File: src/rf_param_pkg.sv
package rf_param_pkg;

    // ============================================================
    // Command framing
    localparam logic [7:0] CMD_SET_PARAMS = 8'hF3;
    localparam logic [7:0] DUMMY_BYTE     = 8'h00;

    // ============================================================
    // Register map (byte addresses) and field positions
    localparam int unsigned  ADDR_W      = 8;
    localparam logic [7:0]   OFS_CTRL    = 8'h00;
    localparam logic [7:0]   OFS_PARAMS  = 8'h04;
    localparam logic [7:0]   OFS_STATUS  = 8'h08;
    localparam logic [7:0]   OFS_IDLE    = 8'h0C;
    localparam int unsigned  CTRL_RF_MODEM  = 0;
    localparam int unsigned  CTRL_BYPASSED  = 1;
    localparam int unsigned  CTRL_SHARED    = 2;
    localparam int unsigned  CTRL_LIMITED   = 3;
    localparam int unsigned  CTRL_W         = 4;
    localparam int unsigned  PARAMS_LOADED  = 16;
    localparam int unsigned  STAT_LOADED    = 8;
    localparam int unsigned  STAT_PREQUERY  = 9;
    localparam int unsigned  STAT_LINK_CLK  = 10;
    localparam int unsigned  STAT_INVALID   = 11;

    // ============================================================
    // Reset values
    localparam logic [3:0]   CTRL_RESET   = 4'h0;
    localparam logic [15:0]  PARAM_RESET  = 16'h0000;
    localparam logic [15:0]  IDLE_RESET   = 16'h0000;
    localparam logic [7:0]   REPLY_RESET  = 8'h00;

    // ============================================================
    // Timing
    localparam int unsigned  CLK_PERIOD_NS    = 40;
    localparam int unsigned  IDLE_UNIT_NS     = 1000;
    localparam int unsigned  IDLE_UNIT_CYCLES = (IDLE_UNIT_NS + CLK_PERIOD_NS - 1) / CLK_PERIOD_NS;

    // ============================================================
    // Field encodings
    localparam logic [4:0]   CLK_SEL_BLF_2X = 5'h00;
    localparam logic [4:0]   CLK_SEL_BLF_1X = 5'h1F;
    localparam logic [1:0]   SENS_STORED    = 2'h0;
    localparam logic [7:0]   FEAT_KEEP_MASK = 8'h37;

    typedef struct packed {
        logic [1:0] rsv_hi;
        logic       no_req_rn;
        logic       no_sel_mem;
        logic       rsv_mid;
        logic       no_t2;
        logic       ack_shared;
        logic       no_xpc;
    } feat_s;

    typedef struct packed {
        logic       idle_en;
        logic [1:0] sens;
        logic [4:0] clk_sel;
        feat_s      feat;
    } ctrl_word_s;

    typedef enum logic [2:0] {
        ST_CMD,
        ST_HI,
        ST_LO,
        ST_DUMMY,
        ST_SKIP
    } parse_e;

endpackage

File: src/rf_modem_param_command.sv
// Decided for this implementation: the APB register port and the address map.
module rf_modem_param_command
    import rf_param_pkg::*;
#(
    parameter logic [7:0] INVALID_STATUS = 8'hFF
) (
    // Clock, reset, enable
    input  wire logic              pclk,
    input  wire logic              presetn,
    input  wire logic              ce,
    // APB slave
    input  wire logic              psel,
    input  wire logic              penable,
    input  wire logic              pwrite,
    input  wire logic [ADDR_W-1:0] paddr,
    input  wire logic [31:0]       pwdata,
    output logic      [31:0]       prdata,
    output logic                   pready,
    output logic                   pslverr,
    // Command byte stream from the serial framer
    input  wire logic              frame_active,
    input  wire logic              rx_valid,
    input  wire logic [7:0]        rx_byte,
    output logic                   tx_valid,
    output logic      [7:0]        tx_byte,
    // Device state
    input  wire logic [7:0]        device_status,
    input  wire logic              tag_sleep,
    input  wire logic              tag_killed,
    input  wire logic              tag_open,
    input  wire logic              query_rx,
    input  wire logic              boot_seq_done,
    input  wire logic              serial_boot_cmd,
    input  wire logic              external_command_pending,
    output logic                   sleep_request,
    // Link clock sources and output
    input  wire logic              osc_tick,
    input  wire logic              blf_tick,
    output logic                   link_clk,
    // Settings to the protocol engine
    output ctrl_word_s             params,
    output logic      [1:0]        sens_sel,
    output logic                   req_rn_reject,
    output logic                   select_mask_only,
    output logic                   t2_skip,
    output logic                   ack_device,
    output logic                   xpc_disable
);

    // ============================================================
    // State
    parse_e            st_q;
    parse_e            st_d;
    logic [CTRL_W-1:0] ctrl_q;
    logic [15:0]       word_q;
    logic [7:0]        hi_q;
    logic [7:0]        lo_q;
    logic [15:0]       idle_q;
    logic              loaded_q;
    logic              prequery_q;
    logic              invalid_q;
    logic [7:0]        reply_q;
    logic              tx_valid_q;
    logic [31:0]       prdata_q;

    // ============================================================
    // Configuration decode
    wire cfg_modem    = ctrl_q[CTRL_RF_MODEM];
    wire cfg_bypassed = ctrl_q[CTRL_BYPASSED];
    wire cfg_shared   = ctrl_q[CTRL_SHARED];
    wire cfg_limited  = ctrl_q[CTRL_LIMITED];
    wire cmd_ok       = cfg_modem && (cfg_bypassed || cfg_shared);

    // ============================================================
    // Command parser
    wire byte_in    = ce && frame_active && rx_valid;
    wire last_byte  = byte_in && (st_q == ST_DUMMY);
    wire commit     = last_byte && cmd_ok;
    wire reject     = last_byte && !cmd_ok;
    // Reserved feature bits are dropped on the way in
    wire [15:0] new_word = {hi_q, lo_q} & {8'hFF, FEAT_KEEP_MASK};

    always_comb begin
        st_d = st_q;
        case (st_q)
            ST_CMD:   st_d = (rx_byte == CMD_SET_PARAMS) ? ST_HI : ST_SKIP;
            ST_HI:    st_d = ST_LO;
            ST_LO:    st_d = ST_DUMMY;
            ST_DUMMY: st_d = ST_SKIP;
            ST_SKIP:  st_d = ST_SKIP;
            default:  st_d = ST_SKIP;
        endcase
    end

    always_ff @(posedge pclk or negedge presetn) begin
        if (!presetn) begin
            st_q <= ST_CMD;
        end else if (ce) begin
            // A new frame always restarts at the command byte
            if (!frame_active) begin
                st_q <= ST_CMD;
            end else if (rx_valid) begin
                st_q <= st_d;
            end
        end
    end

    always_ff @(posedge pclk or negedge presetn) begin
        if (!presetn) begin
            hi_q <= 8'h00;
            lo_q <= 8'h00;
        end else if (byte_in && st_q == ST_HI) begin
            hi_q <= rx_byte;
        end else if (byte_in && st_q == ST_LO) begin
            // Held until the dummy byte completes the frame
            lo_q <= rx_byte;
        end
    end

    // ============================================================
    // Parameter word, loaded flag, pre-query window
    always_ff @(posedge pclk or negedge presetn) begin
        if (!presetn) begin
            word_q   <= PARAM_RESET;
            loaded_q <= 1'b0;
        end else if (ce) begin
            if (commit) begin
                word_q   <= new_word;
                loaded_q <= 1'b1;
            end else if (serial_boot_cmd) begin
                word_q   <= PARAM_RESET;
                loaded_q <= 1'b0;
            end
        end
    end

    always_ff @(posedge pclk or negedge presetn) begin
        if (!presetn) begin
            prequery_q <= 1'b1;
        end else if (ce) begin
            // Boot wins over a Query landing in the same cycle
            if (boot_seq_done || serial_boot_cmd) begin
                prequery_q <= 1'b1;
            end else if (query_rx) begin
                prequery_q <= 1'b0;
            end
        end
    end

    // ============================================================
    // Reply byte, one per parameter frame that reaches the dummy byte, rejected ones included
    always_ff @(posedge pclk or negedge presetn) begin
        if (!presetn) begin
            reply_q    <= REPLY_RESET;
            tx_valid_q <= 1'b0;
        end else if (ce) begin
            tx_valid_q <= last_byte;
            if (last_byte) begin
                reply_q <= cmd_ok ? device_status : INVALID_STATUS;
            end
        end
    end

    assign tx_valid = tx_valid_q;
    assign tx_byte  = reply_q;

    // ============================================================
    // Settings decode
    assign params           = ctrl_word_s'(word_q);
    assign sens_sel         = params.sens;
    assign req_rn_reject    = params.feat.no_req_rn && cfg_shared && cfg_limited;
    assign select_mask_only = params.feat.no_sel_mem;
    assign t2_skip          = params.feat.no_t2 && cfg_shared;
    assign ack_device       = !(params.feat.ack_shared && cfg_shared && cfg_limited
                                && tag_open);
    assign xpc_disable      = params.feat.no_xpc;

    // ============================================================
    // Idle timeout and link clock
    idle_timer u_idle (
        .pclk    (pclk),
        .presetn (presetn),
        .ce      (ce),
        .enable  (params.idle_en && cfg_shared),
        .pending (external_command_pending),
        .limit   (idle_q),
        .expire  (sleep_request)
    );

    link_clk_gen u_clk (
        .pclk      (pclk),
        .presetn   (presetn),
        .ce        (ce),
        .sel       (params.clk_sel),
        .pre_query (prequery_q),
        .quiet     (tag_sleep || tag_killed),
        .osc_tick  (osc_tick),
        .blf_tick  (blf_tick),
        .link_clk  (link_clk)
    );

    // ============================================================
    // APB slave: read data captured in setup, no wait states
    wire setup    = psel && !penable;
    wire access   = psel && penable;
    wire hit_ctrl = (paddr == OFS_CTRL);
    wire hit_par  = (paddr == OFS_PARAMS);
    wire hit_stat = (paddr == OFS_STATUS);
    wire hit_idle = (paddr == OFS_IDLE);
    wire mapped   = hit_ctrl || hit_par || hit_stat || hit_idle;
    wire wr       = ce && access && pwrite;
    wire clr_inv  = wr && hit_stat && pwdata[STAT_INVALID];

    wire [31:0] rd_mux =
        hit_ctrl ? {28'h0000000, ctrl_q} :
        hit_par  ? {15'h0000, loaded_q, word_q} :
        hit_stat ? {20'h00000, invalid_q, link_clk, prequery_q, loaded_q, reply_q} :
        hit_idle ? {16'h0000, idle_q} : 32'h00000000;

    assign pready  = 1'b1;
    assign pslverr = access && !mapped;
    assign prdata  = prdata_q;

    always_ff @(posedge pclk or negedge presetn) begin
        if (!presetn) begin
            ctrl_q    <= CTRL_RESET;
            idle_q    <= IDLE_RESET;
            invalid_q <= 1'b0;
            prdata_q  <= 32'h00000000;
        end else if (ce) begin
            if (wr && hit_ctrl) begin
                ctrl_q <= pwdata[CTRL_W-1:0];
            end
            if (wr && hit_idle) begin
                idle_q <= pwdata[15:0];
            end
            // A rejected frame in the clearing cycle keeps the flag
            invalid_q <= reject || (invalid_q && !clr_inv);
            if (setup) begin
                prdata_q <= rd_mux;
            end
        end
    end

    // ============================================================
    // Checks
    reply_follows_a: assert property (@(posedge pclk) disable iff (!presetn)
        last_byte |=> tx_valid)
        else $error("no reply after dummy byte");

    bad_cfg_reply_a: assert property (@(posedge pclk) disable iff (!presetn)
        reject |=> (tx_byte == INVALID_STATUS) && $stable(word_q))
        else $error("command accepted in wrong configuration");

    word_load_a: assert property (@(posedge pclk) disable iff (!presetn)
        commit |=> (word_q == $past(new_word)) && loaded_q)
        else $error("parameter word not loaded");

    word_hold_a: assert property (@(posedge pclk) disable iff (!presetn)
        !commit && !(ce && serial_boot_cmd) |=> $stable(word_q))
        else $error("parameter word changed without cause");

    boot_clear_a: assert property (@(posedge pclk) disable iff (!presetn)
        ce && serial_boot_cmd && !commit |=> word_q == PARAM_RESET && prequery_q)
        else $error("boot did not clear parameters");

    single_reply_a: assert property (@(posedge pclk) disable iff (!presetn)
        tx_valid |=> !tx_valid)
        else $error("reply longer than one cycle");

    rsv_ignored_a: assert property (@(posedge pclk) disable iff (!presetn)
        (word_q & ~{8'hFF, FEAT_KEEP_MASK}) == 16'h0000)
        else $error("reserved feature bits stored");

    ack_open_a: assert property (@(posedge pclk) disable iff (!presetn)
        params.feat.ack_shared && cfg_shared && cfg_limited && tag_open |-> !ack_device)
        else $error("device kept ACK in Open state");

    req_rn_scope_a: assert property (@(posedge pclk) disable iff (!presetn)
        req_rn_reject |-> cfg_shared && cfg_limited && params.feat.no_req_rn)
        else $error("Req_RN rejected outside limited shared mode");

    t2_scope_a: assert property (@(posedge pclk) disable iff (!presetn)
        t2_skip |-> cfg_shared)
        else $error("T2 skipped outside shared mode");

    sleep_idle_a: assert property (@(posedge pclk) disable iff (!presetn)
        sleep_request |-> params.idle_en && cfg_shared)
        else $error("idle expiry while disabled");

    invalid_set_a: assert property (@(posedge pclk) disable iff (!presetn)
        reject |=> invalid_q)
        else $error("invalid flag lost");

    load_cov: cover property (@(posedge pclk) disable iff (!presetn) commit);
    reject_cov: cover property (@(posedge pclk) disable iff (!presetn) reject);
    idle_cov: cover property (@(posedge pclk) disable iff (!presetn) sleep_request);
    clk_cov: cover property (@(posedge pclk) disable iff (!presetn) $rose(link_clk) && !prequery_q);

endmodule

File: src/idle_timer.sv
module idle_timer
    import rf_param_pkg::*;
(
    // Clock and reset
    input  wire logic        pclk,
    input  wire logic        presetn,
    input  wire logic        ce,
    // Control
    input  wire logic        enable,
    input  wire logic        pending,
    input  wire logic [15:0] limit,
    // Result
    output logic             expire
);
    localparam logic [15:0] UNIT_LAST = 16'(IDLE_UNIT_CYCLES - 1);

    logic [15:0] pre_q;
    logic [15:0] units_q;
    logic        fired_q;
    logic        expire_q;

    wire run      = enable && pending;
    wire unit_end = (pre_q == UNIT_LAST);
    wire hit      = run && !fired_q && unit_end && (units_q == limit);

    assign expire = expire_q;

    always_ff @(posedge pclk or negedge presetn) begin
        if (!presetn) begin
            pre_q    <= 16'h0000;
            units_q  <= 16'h0000;
            fired_q  <= 1'b0;
            expire_q <= 1'b0;
        end else if (ce) begin
            // Restart on every new assertion of the pending signal
            pre_q    <= (!run || unit_end) ? 16'h0000 : pre_q + 16'h0001;
            units_q  <= !run ? 16'h0000 : (unit_end && !fired_q) ? units_q + 16'h0001 : units_q;
            fired_q  <= run && (fired_q || hit);
            expire_q <= hit;
        end
    end

    only_when_run_a: assert property (@(posedge pclk) disable iff (!presetn)
        expire |-> $past(enable && pending))
        else $error("idle expiry without enabled pending signal");

endmodule

File: src/link_clk_gen.sv
module link_clk_gen
    import rf_param_pkg::*;
(
    // Clock and reset
    input  wire logic       pclk,
    input  wire logic       presetn,
    input  wire logic       ce,
    // Selection
    input  wire logic [4:0] sel,
    input  wire logic       pre_query,
    input  wire logic       quiet,
    // Sources, one tick per half oscillator period and per quarter link period
    input  wire logic       osc_tick,
    input  wire logic       blf_tick,
    // Output
    output logic            link_clk
);
    logic [5:0] acc_q;
    logic       clk_q;

    wire       blf_mode = (sel == CLK_SEL_BLF_2X) || (sel == CLK_SEL_BLF_1X);
    wire       use_osc  = !blf_mode || pre_query;
    wire       tick     = use_osc ? osc_tick : blf_tick;
    // Period in ticks is den, half period den/2; fractional divisors dither between two lengths
    wire [5:0] den      = (blf_mode && pre_query) ? 6'h02 :
                          (sel == CLK_SEL_BLF_2X) ? 6'h02 :
                          (sel == CLK_SEL_BLF_1X) ? 6'h04 :
                          ({1'b0, sel} + 6'h01);
    wire [5:0] nxt      = acc_q + 6'h02;
    wire       wrap     = (nxt >= den);

    assign link_clk = clk_q;

    always_ff @(posedge pclk or negedge presetn) begin
        if (!presetn) begin
            acc_q <= 6'h00;
            clk_q <= 1'b0;
        end else if (ce) begin
            if (quiet) begin
                acc_q <= 6'h00;
                clk_q <= 1'b0;
            end else if (tick) begin
                acc_q <= wrap ? nxt - den : nxt;
                clk_q <= clk_q ^ wrap;
            end
        end
    end

    quiet_low_a: assert property (@(posedge pclk) disable iff (!presetn)
        $past(quiet && ce) |-> !link_clk)
        else $error("link clock toggles while quiet");

endmodule

File: config.mk
export PLATFORM = sky130hd
export DESIGN_NAME = rf_modem_param_command
export DESIGN_NICKNAME = d
export VERILOG_FILES = /design/src/rf_param_pkg.sv /design/src/rf_modem_param_command.sv /design/src/idle_timer.sv /design/src/link_clk_gen.sv
export SDC_FILE = /design/constraint.sdc
export NUM_CORES = 1
export LEC_CHECK = 0
export ABC_AREA = 1
export BUFFER_PORTS_ARGS = -buffer_cell sky130_fd_sc_hd__buf_2
export CAP_MARGIN = 20
export CELL_PAD_IN_SITES_DETAIL_PLACEMENT = 0
export CELL_PAD_IN_SITES_GLOBAL_PLACEMENT = 1
export CORE_MARGIN = 4
export CORE_UTILIZATION = 40
export CTS_CLUSTER_DIAMETER = 100
export CTS_CLUSTER_SIZE = 30
export DETAILED_ROUTE_END_ITERATION = 16
export PLACE_DENSITY_LB_ADDON = 0.1
export SKIP_CTS_REPAIR_TIMING = 1
export SLEW_MARGIN = 10
export SYNTH_ARGS = -nofsm -noshare
export SYNTH_HDL_FRONTEND = slang
export SYNTH_SLANG_ARGS = --single-unit
File: constraint.sdc
create_clock -name pclk -period 2.75 [get_ports pclk]
set_input_delay 0.4125 -clock pclk [delete_from_list [all_inputs] [get_ports pclk]]
set_output_delay 0.4125 -clock pclk [all_outputs]
set_load 0.02 [all_outputs]
# After elaboration in Yosys (flattened, before gate mapping)
# Index checks and enable logic that the tools add are counted.
# totals
regBits	138
in_bits	73
output_inout_bits	68
wordCells	132
# op_classes
addsub	5
n_lt_le_gt_ge	1
eq_ne	12
muxes	27
bitwise_logic	2
n_reduce_logical	67
# ops
op	n
2-to-1 mux 16 bit	7
2-to-1 mux 6 bit	6
2-to-1 mux 17 bit	2
adder 16 x 1 -> 16 bit (second input constant)	2
logical AND 1 bit	32
AND reduction 2 bit	10
equality test 16 bit	1
equality test 16 x 5 -> 1 bit (second input constant)	1
equality test 8 x 4 -> 1 bit (second input constant)	2
logical OR 1 bit	11
2-to-1 mux 3 bit	3
case mux 3 bit (3 select lines)	1
equality test 8 x 3 -> 1 bit (second input constant)	1
equality test 8 bit (second input constant)	1
logical NOT 1 bit	8
logical NOT 8 bit	1
2-to-1 mux 8 bit	1
2-to-1 mux 1 bit	7
adder 5 x 1 -> 6 bit (second input constant)	1
adder 6 x 2 -> 6 bit (second input constant)	1
equality test 3 x 2 -> 1 bit (second input constant)	2
>= comparator 6 bit	1
nonzero test 2 bit	3
subtractor 6 bit	1
other kinds (8)	8

# Logic depth before layout (Yosys ltp)
# logic_depth
depth_word	8
ltp_mapped	20

# By module
# From an unflattened synthesis, not the netlist that was laid out.
# unflattened
hier_cells	987
area_unflattened_um2	7186.9
# modules_own_cells
mod	instances	cells_each	area_each_um2	seq_area_each_um2
rf_modem_param_command	1	470	3802.4	1953.1
idle_timer	1	362	2394.8	850.8
link_clk_gen	1	155	989.7	175.2

# Worst setup path after synthesis
# OpenSTA, ideal clock, no wires.
# synth_timing
kind	register to register
start	register word_q[8], in the netlist params[8]
end	register u_clk.clk_q, in the netlist u_clk.link_clk
setup_time_ns	0.117
t_arrival_ns	2.541
slack_ns	0.091
stages_incl_launch_ff	20
path_buffers	0
synth_period_minus_slack_ns	2.659
cell_sequence	dfrtp_1 > inv_1 > ha_1 > inv_1 > nor2_1 > nand2_1 > nand2_1 > nand2_1 > nand2_1 > a21oi_1 > inv_1 > fa_1 > nand2_1 > nand3b_1 > nand3_1 > inv_1 > nand2_1 > nand3_1 > nand2_1 > nand2_1
# synth_between
elab_chain_len	8
word_cells_on_any_way	17
cone_classes	add/sub (1); order compare (1); eq/ne (1); mux (6); bitwise (1); reduce/logical (7)
# synth_rtl
item	line	rtl
start, declared	rf_modem_param_command.sv:55	logic [15:0] word_q;
start signal, assigned	rf_modem_param_command.sv:128	word_q <= new_word;
adder 5 x 1 -> 6 bit, or another cell as far along	link_clk_gen.sv:28	({1'b0, sel} + 6'h01);
2-to-1 mux 6 bit or logical OR 1 bit (tied branches)	link_clk_gen.sv:27, link_clk_gen.sv:21	
2-to-1 mux 6 bit or logical AND 1 bit (tied branches)	link_clk_gen.sv:26, link_clk_gen.sv:25	
2-to-1 mux 6 bit	link_clk_gen.sv:25	wire [5:0] den = (blf_mode && pre_query) ? 6'h02 :
>= comparator 6 bit	link_clk_gen.sv:30	wire wrap = (nxt >= den);
XOR 1 bit	link_clk_gen.sv:44	clk_q <= clk_q ^ wrap;
2-to-1 mux 1 bit	link_clk_gen.sv:42	end else if (tick) begin
2-to-1 mux 1 bit	link_clk_gen.sv:39	if (quiet) begin
end signal, assigned	link_clk_gen.sv:44	
end, declared	link_clk_gen.sv:19	logic clk_q;
# Several ways; a longest one is shown, not always the timed one. The select of a mux whose other input is x is not followed.
# A chain may end at the register's enable or synchronous reset.

# Worst setup path after layout
# layout_timing
start	register word_q[9], in the netlist params[9]
end	register u_clk.acc_q[2]
# layout_between
elab_chain_len	8
word_cells_on_any_way	18
cone_classes	add/sub (2); order compare (1); eq/ne (1); mux (7); reduce/logical (7)
# layout_rtl
item	line	rtl
adder 5 x 1 -> 6 bit, or another cell as far along	link_clk_gen.sv:28	
2-to-1 mux 6 bit or logical OR 1 bit (tied branches)	link_clk_gen.sv:27, link_clk_gen.sv:21	
2-to-1 mux 6 bit or logical AND 1 bit (tied branches)	link_clk_gen.sv:26, link_clk_gen.sv:25	
2-to-1 mux 6 bit	link_clk_gen.sv:25	
subtractor 6 bit or >= comparator 6 bit (tied branches)	link_clk_gen.sv:43, link_clk_gen.sv:30	
2-to-1 mux 6 bit	link_clk_gen.sv:43	acc_q <= wrap ? nxt - den : nxt;
2-to-1 mux 6 bit	link_clk_gen.sv:42	
2-to-1 mux 6 bit	link_clk_gen.sv:39	
end signal, assigned	link_clk_gen.sv:43	
end, declared	link_clk_gen.sv:18	logic [5:0] acc_q;
# Several ways; a longest one is shown, not always the timed one. The select of a mux whose other input is x is not followed.

==> results.yml <==
outcome:
  status: "finished, final reports clean"
critical_path:
  critPathBufInv: 4
  path_cells: "inv_2 > ha_1 > inv_1 > nor2_1 > nand2_1 > nand2_1 > nand2_1 > nand2_1 > a21oi_1 > inv_1 > fa_2 > nand2_1 > nand3b_1 > nand3_1 > buf_4 > nand2_1 > o21ai_0 > o21ai_0"
  timing.rr.start: "params[9]"
  worst-setup-path-type: "reg2reg"
  crit_family: "simple AND/OR/NAND/NOR gates"
  worstPathMaxFanout: 8
  ff2ff_path_depth: 18
  critPathMostFrequentCell: "nand2_1"
  worst_setup_path_start_kind: "flop"
  crit_arrival_ns: 2.83
  reg2reg_slack_ns: 0.22
  crit_slowest_cell: "dfrtp_1"
  cp_data_required_time_ns: 3.05
  max_stage_delay_ns: 0.40
  reg2reg_to: "u_clk.acc_q[2]"
  cp-end-kind: "flop"
hold_path:
  hold_path_depth: 4
  min_to: "prequery_q"
  hp-start: "query_rx"
  min_path_type: "in2reg"
global_route:
  grt_start_max_net_pins: 45
  grt_pass1_vias: 5868
  grt_pass1_wl_mm: 30.95
  gr-total-overflow: 0
  grt_use_total_pct: 19.94
  antenna_found_initial: 0
detailed_routing:
  drc_errors: 0
  antenna_left: 0
  routed_wirelength_mm: 19.13
  viasPerCell: 4.848
  drtIter0Drc: 375
  vias: 6108
  wl_per_cell_um: 15.18
  dr.pass1.iters: 5
yosys:
  netlist_area_um2: 6904
  synth_top_area_share_pct: 42.77
  yosysSeqAreaShare_pct: 43.15
  ys_types: 41
  ys_ff_latch: 119
  synth_area_leaders: "dfrtp_1, nand2_1, nand3_1"
  syn_area_per_cell_um2: 7.545
  synth_edf_count: 0
  yosys.area.top_type: "dfrtp_1"
  yosys_warnings: 0
  synth_cells: 915
  synthArstFlopShare_pct: 100.0
  ys.flop_type: "dfrtp_1"
sta:
  setup_viol: 0
  maxSlewViolCount: 0
  skew_ns: 0.006815
  rsz0062_at_grt: "no"
  max_slew_margin_pct: 58.43
  setup_tns_ns: 0
  fin_ws_ns: 0.2154
  fmax_mhz: 394.5
  finalCriticalPeriod_ns: 2.535
  tightest_slew_ns: 0.6235
  timing_hold_violations_final: 0
  period_share_pct: 92.17
layout:
  fin_nets: 1115
  area_delta_synth_final_pct: 18.47
  seq_area_um2: 2979
  final_cell_mix: "nand2_1, dfrtp_1, buf_2"
  utilization_pct: 48.80
  drive_above_1_share_pct: 18.56
  final_common_cell: "nand2_1"
  fillerInstances: 1730
  multi_input_area_um2: 3319
  diodes: 0
placed_design:
  io_buffer_count: 105
  place_worst_setup_slack_ns: 0.07682
  place_congestion: 0.8205
  place_hpwl_mm: 14.34
floorplan:
  start_util_pct: 41.19
  core.rowCount: 47
  die_w_um: 139.4
  chipHeight_um: 139.4
  design.die.area_um2: 19430
  core_area_um2: 16760
  io_pins: 141
pwr:
  ir_worst_vdd_uv: 444.0
  leakagePower_nw: 4.248
  p_per_area_nw_per_um2: 611.8
  power_w: 0.005004
job:
  cap_violations: 0
clocking:
  clk_pin_slew_ns: 0.06
  cts_tree: "yes"
  cts.sinks: 119
  clockRootBuffer: "clkbuf_16"
  clock_latency_ns: 0.42
  cts_buffers: 17
  clockBufferDepth: 2
  h-tree-depth: 4
[routing by layer]
layer  up-vias  global-route usage, %  share of wire (%)
li1       3130                      -                  -
met1      2783                  26.93                 47
met2       176                  31.98                 46
met3        19                  5.763                5.9
met4         0                  4.480                1.0
met5         -                      0                  0
[how the worst max path moves through the flow]
stage                   start             end  slack [ns]  cells past startpoint
floorplan           params[8]  u_clk.link_clk        0.09                     19
global placement    params[9]  u_clk.acc_q[4]        0.17                     17
detailed placement  params[9]  u_clk.acc_q[2]        0.08                     18
CTS                 params[9]  u_clk.acc_q[2]        0.09                     18
global route        params[8]  u_clk.acc_q[2]        0.01                     15
finish              params[9]  u_clk.acc_q[2]        0.22                     18
[power by group]
part           leakage (nW)  switching (W)  internal [W]  total (W)
sequential             1.62      0.0000616       0.00181    0.00187
combinational          2.35       0.000606      0.000370   0.000976
clock                 0.277       0.000896       0.00126    0.00216
[worst min-delay path, cell delays in order]
cell	delay, ns
buf_2	0.08
nand2_1	0.04
nand2_1	0.05
nand2_1	0.05
[layout make-up]
| type | instances | share of cell area, % |
|---|---|---|
| multi-input combinational | 667 | 40.58 |
| clock inverter | 15 | 1.775 |
| inverter | 103 | 4.727 |
| clock buffer | 17 | 5.201 |
| timing repair buffer | 119 | 7.924 |
| sequential | 119 | 36.42 |
| tap | 220 | 3.365 |
[sequential cells by signal, indices dropped and copies added (netlist names)]
name            cells
u_clk.link_clk      1
prequery_q          1
st_q                3
tx_byte             8
invalid_q           1
loaded_q            1
idle_q             16
ctrl_q              4
u_idle.fired_q      1
u_clk.acc_q         6
u_idle.expire       1
tx_valid            1
u_idle.units_q     16
hi_q                8
u_idle.pre_q       16
lo_q                5
params             13
prdata             17
[logic make-up after synthesis]
kind of cell               count (synthesis)  share of synthesized area, %
and+or+nand+nor                          513                         32.73
DFF                                      119                         43.15
muxes                                      7                         1.250
other                                      2                        0.1088
AOI/OAI and AO/OA                         91                         7.322
adders and majority gates                 15                         2.827
xor gates and xnor gates                  22                         2.791
buffers and inverters                    146                         9.822
[synth_stat cells, types with 4 or more instances]
cell and count:
a21oi_1 18, buf_2 5, buf_4 25, buf_6 4
clkbuf_1 8, dfrtp_1 118, ha_1 14, inv_1 97
inv_2 6, mux2_2 5, nand2_1 282, nand2_2 4
nand3_1 73, nand4_1 19, nor2_1 88, nor2_2 5
nor3_1 18, nor3_2 7, o211ai_1 13, o21ai_0 54
xnor2_1 6, xor2_1 16
[through the flow]
step,area [um2],hold slack (ns),instances
after CTS,8153,-0.06468,1258
after global placement,7582,0.3839,1226
after floorplan,6968,0.1169,932
final,8179,0.2159,1260
after global routing,8179,0.2130,1260
after detailed placement,7582,0.3833,1226
(Power assumes the default switching activity.)
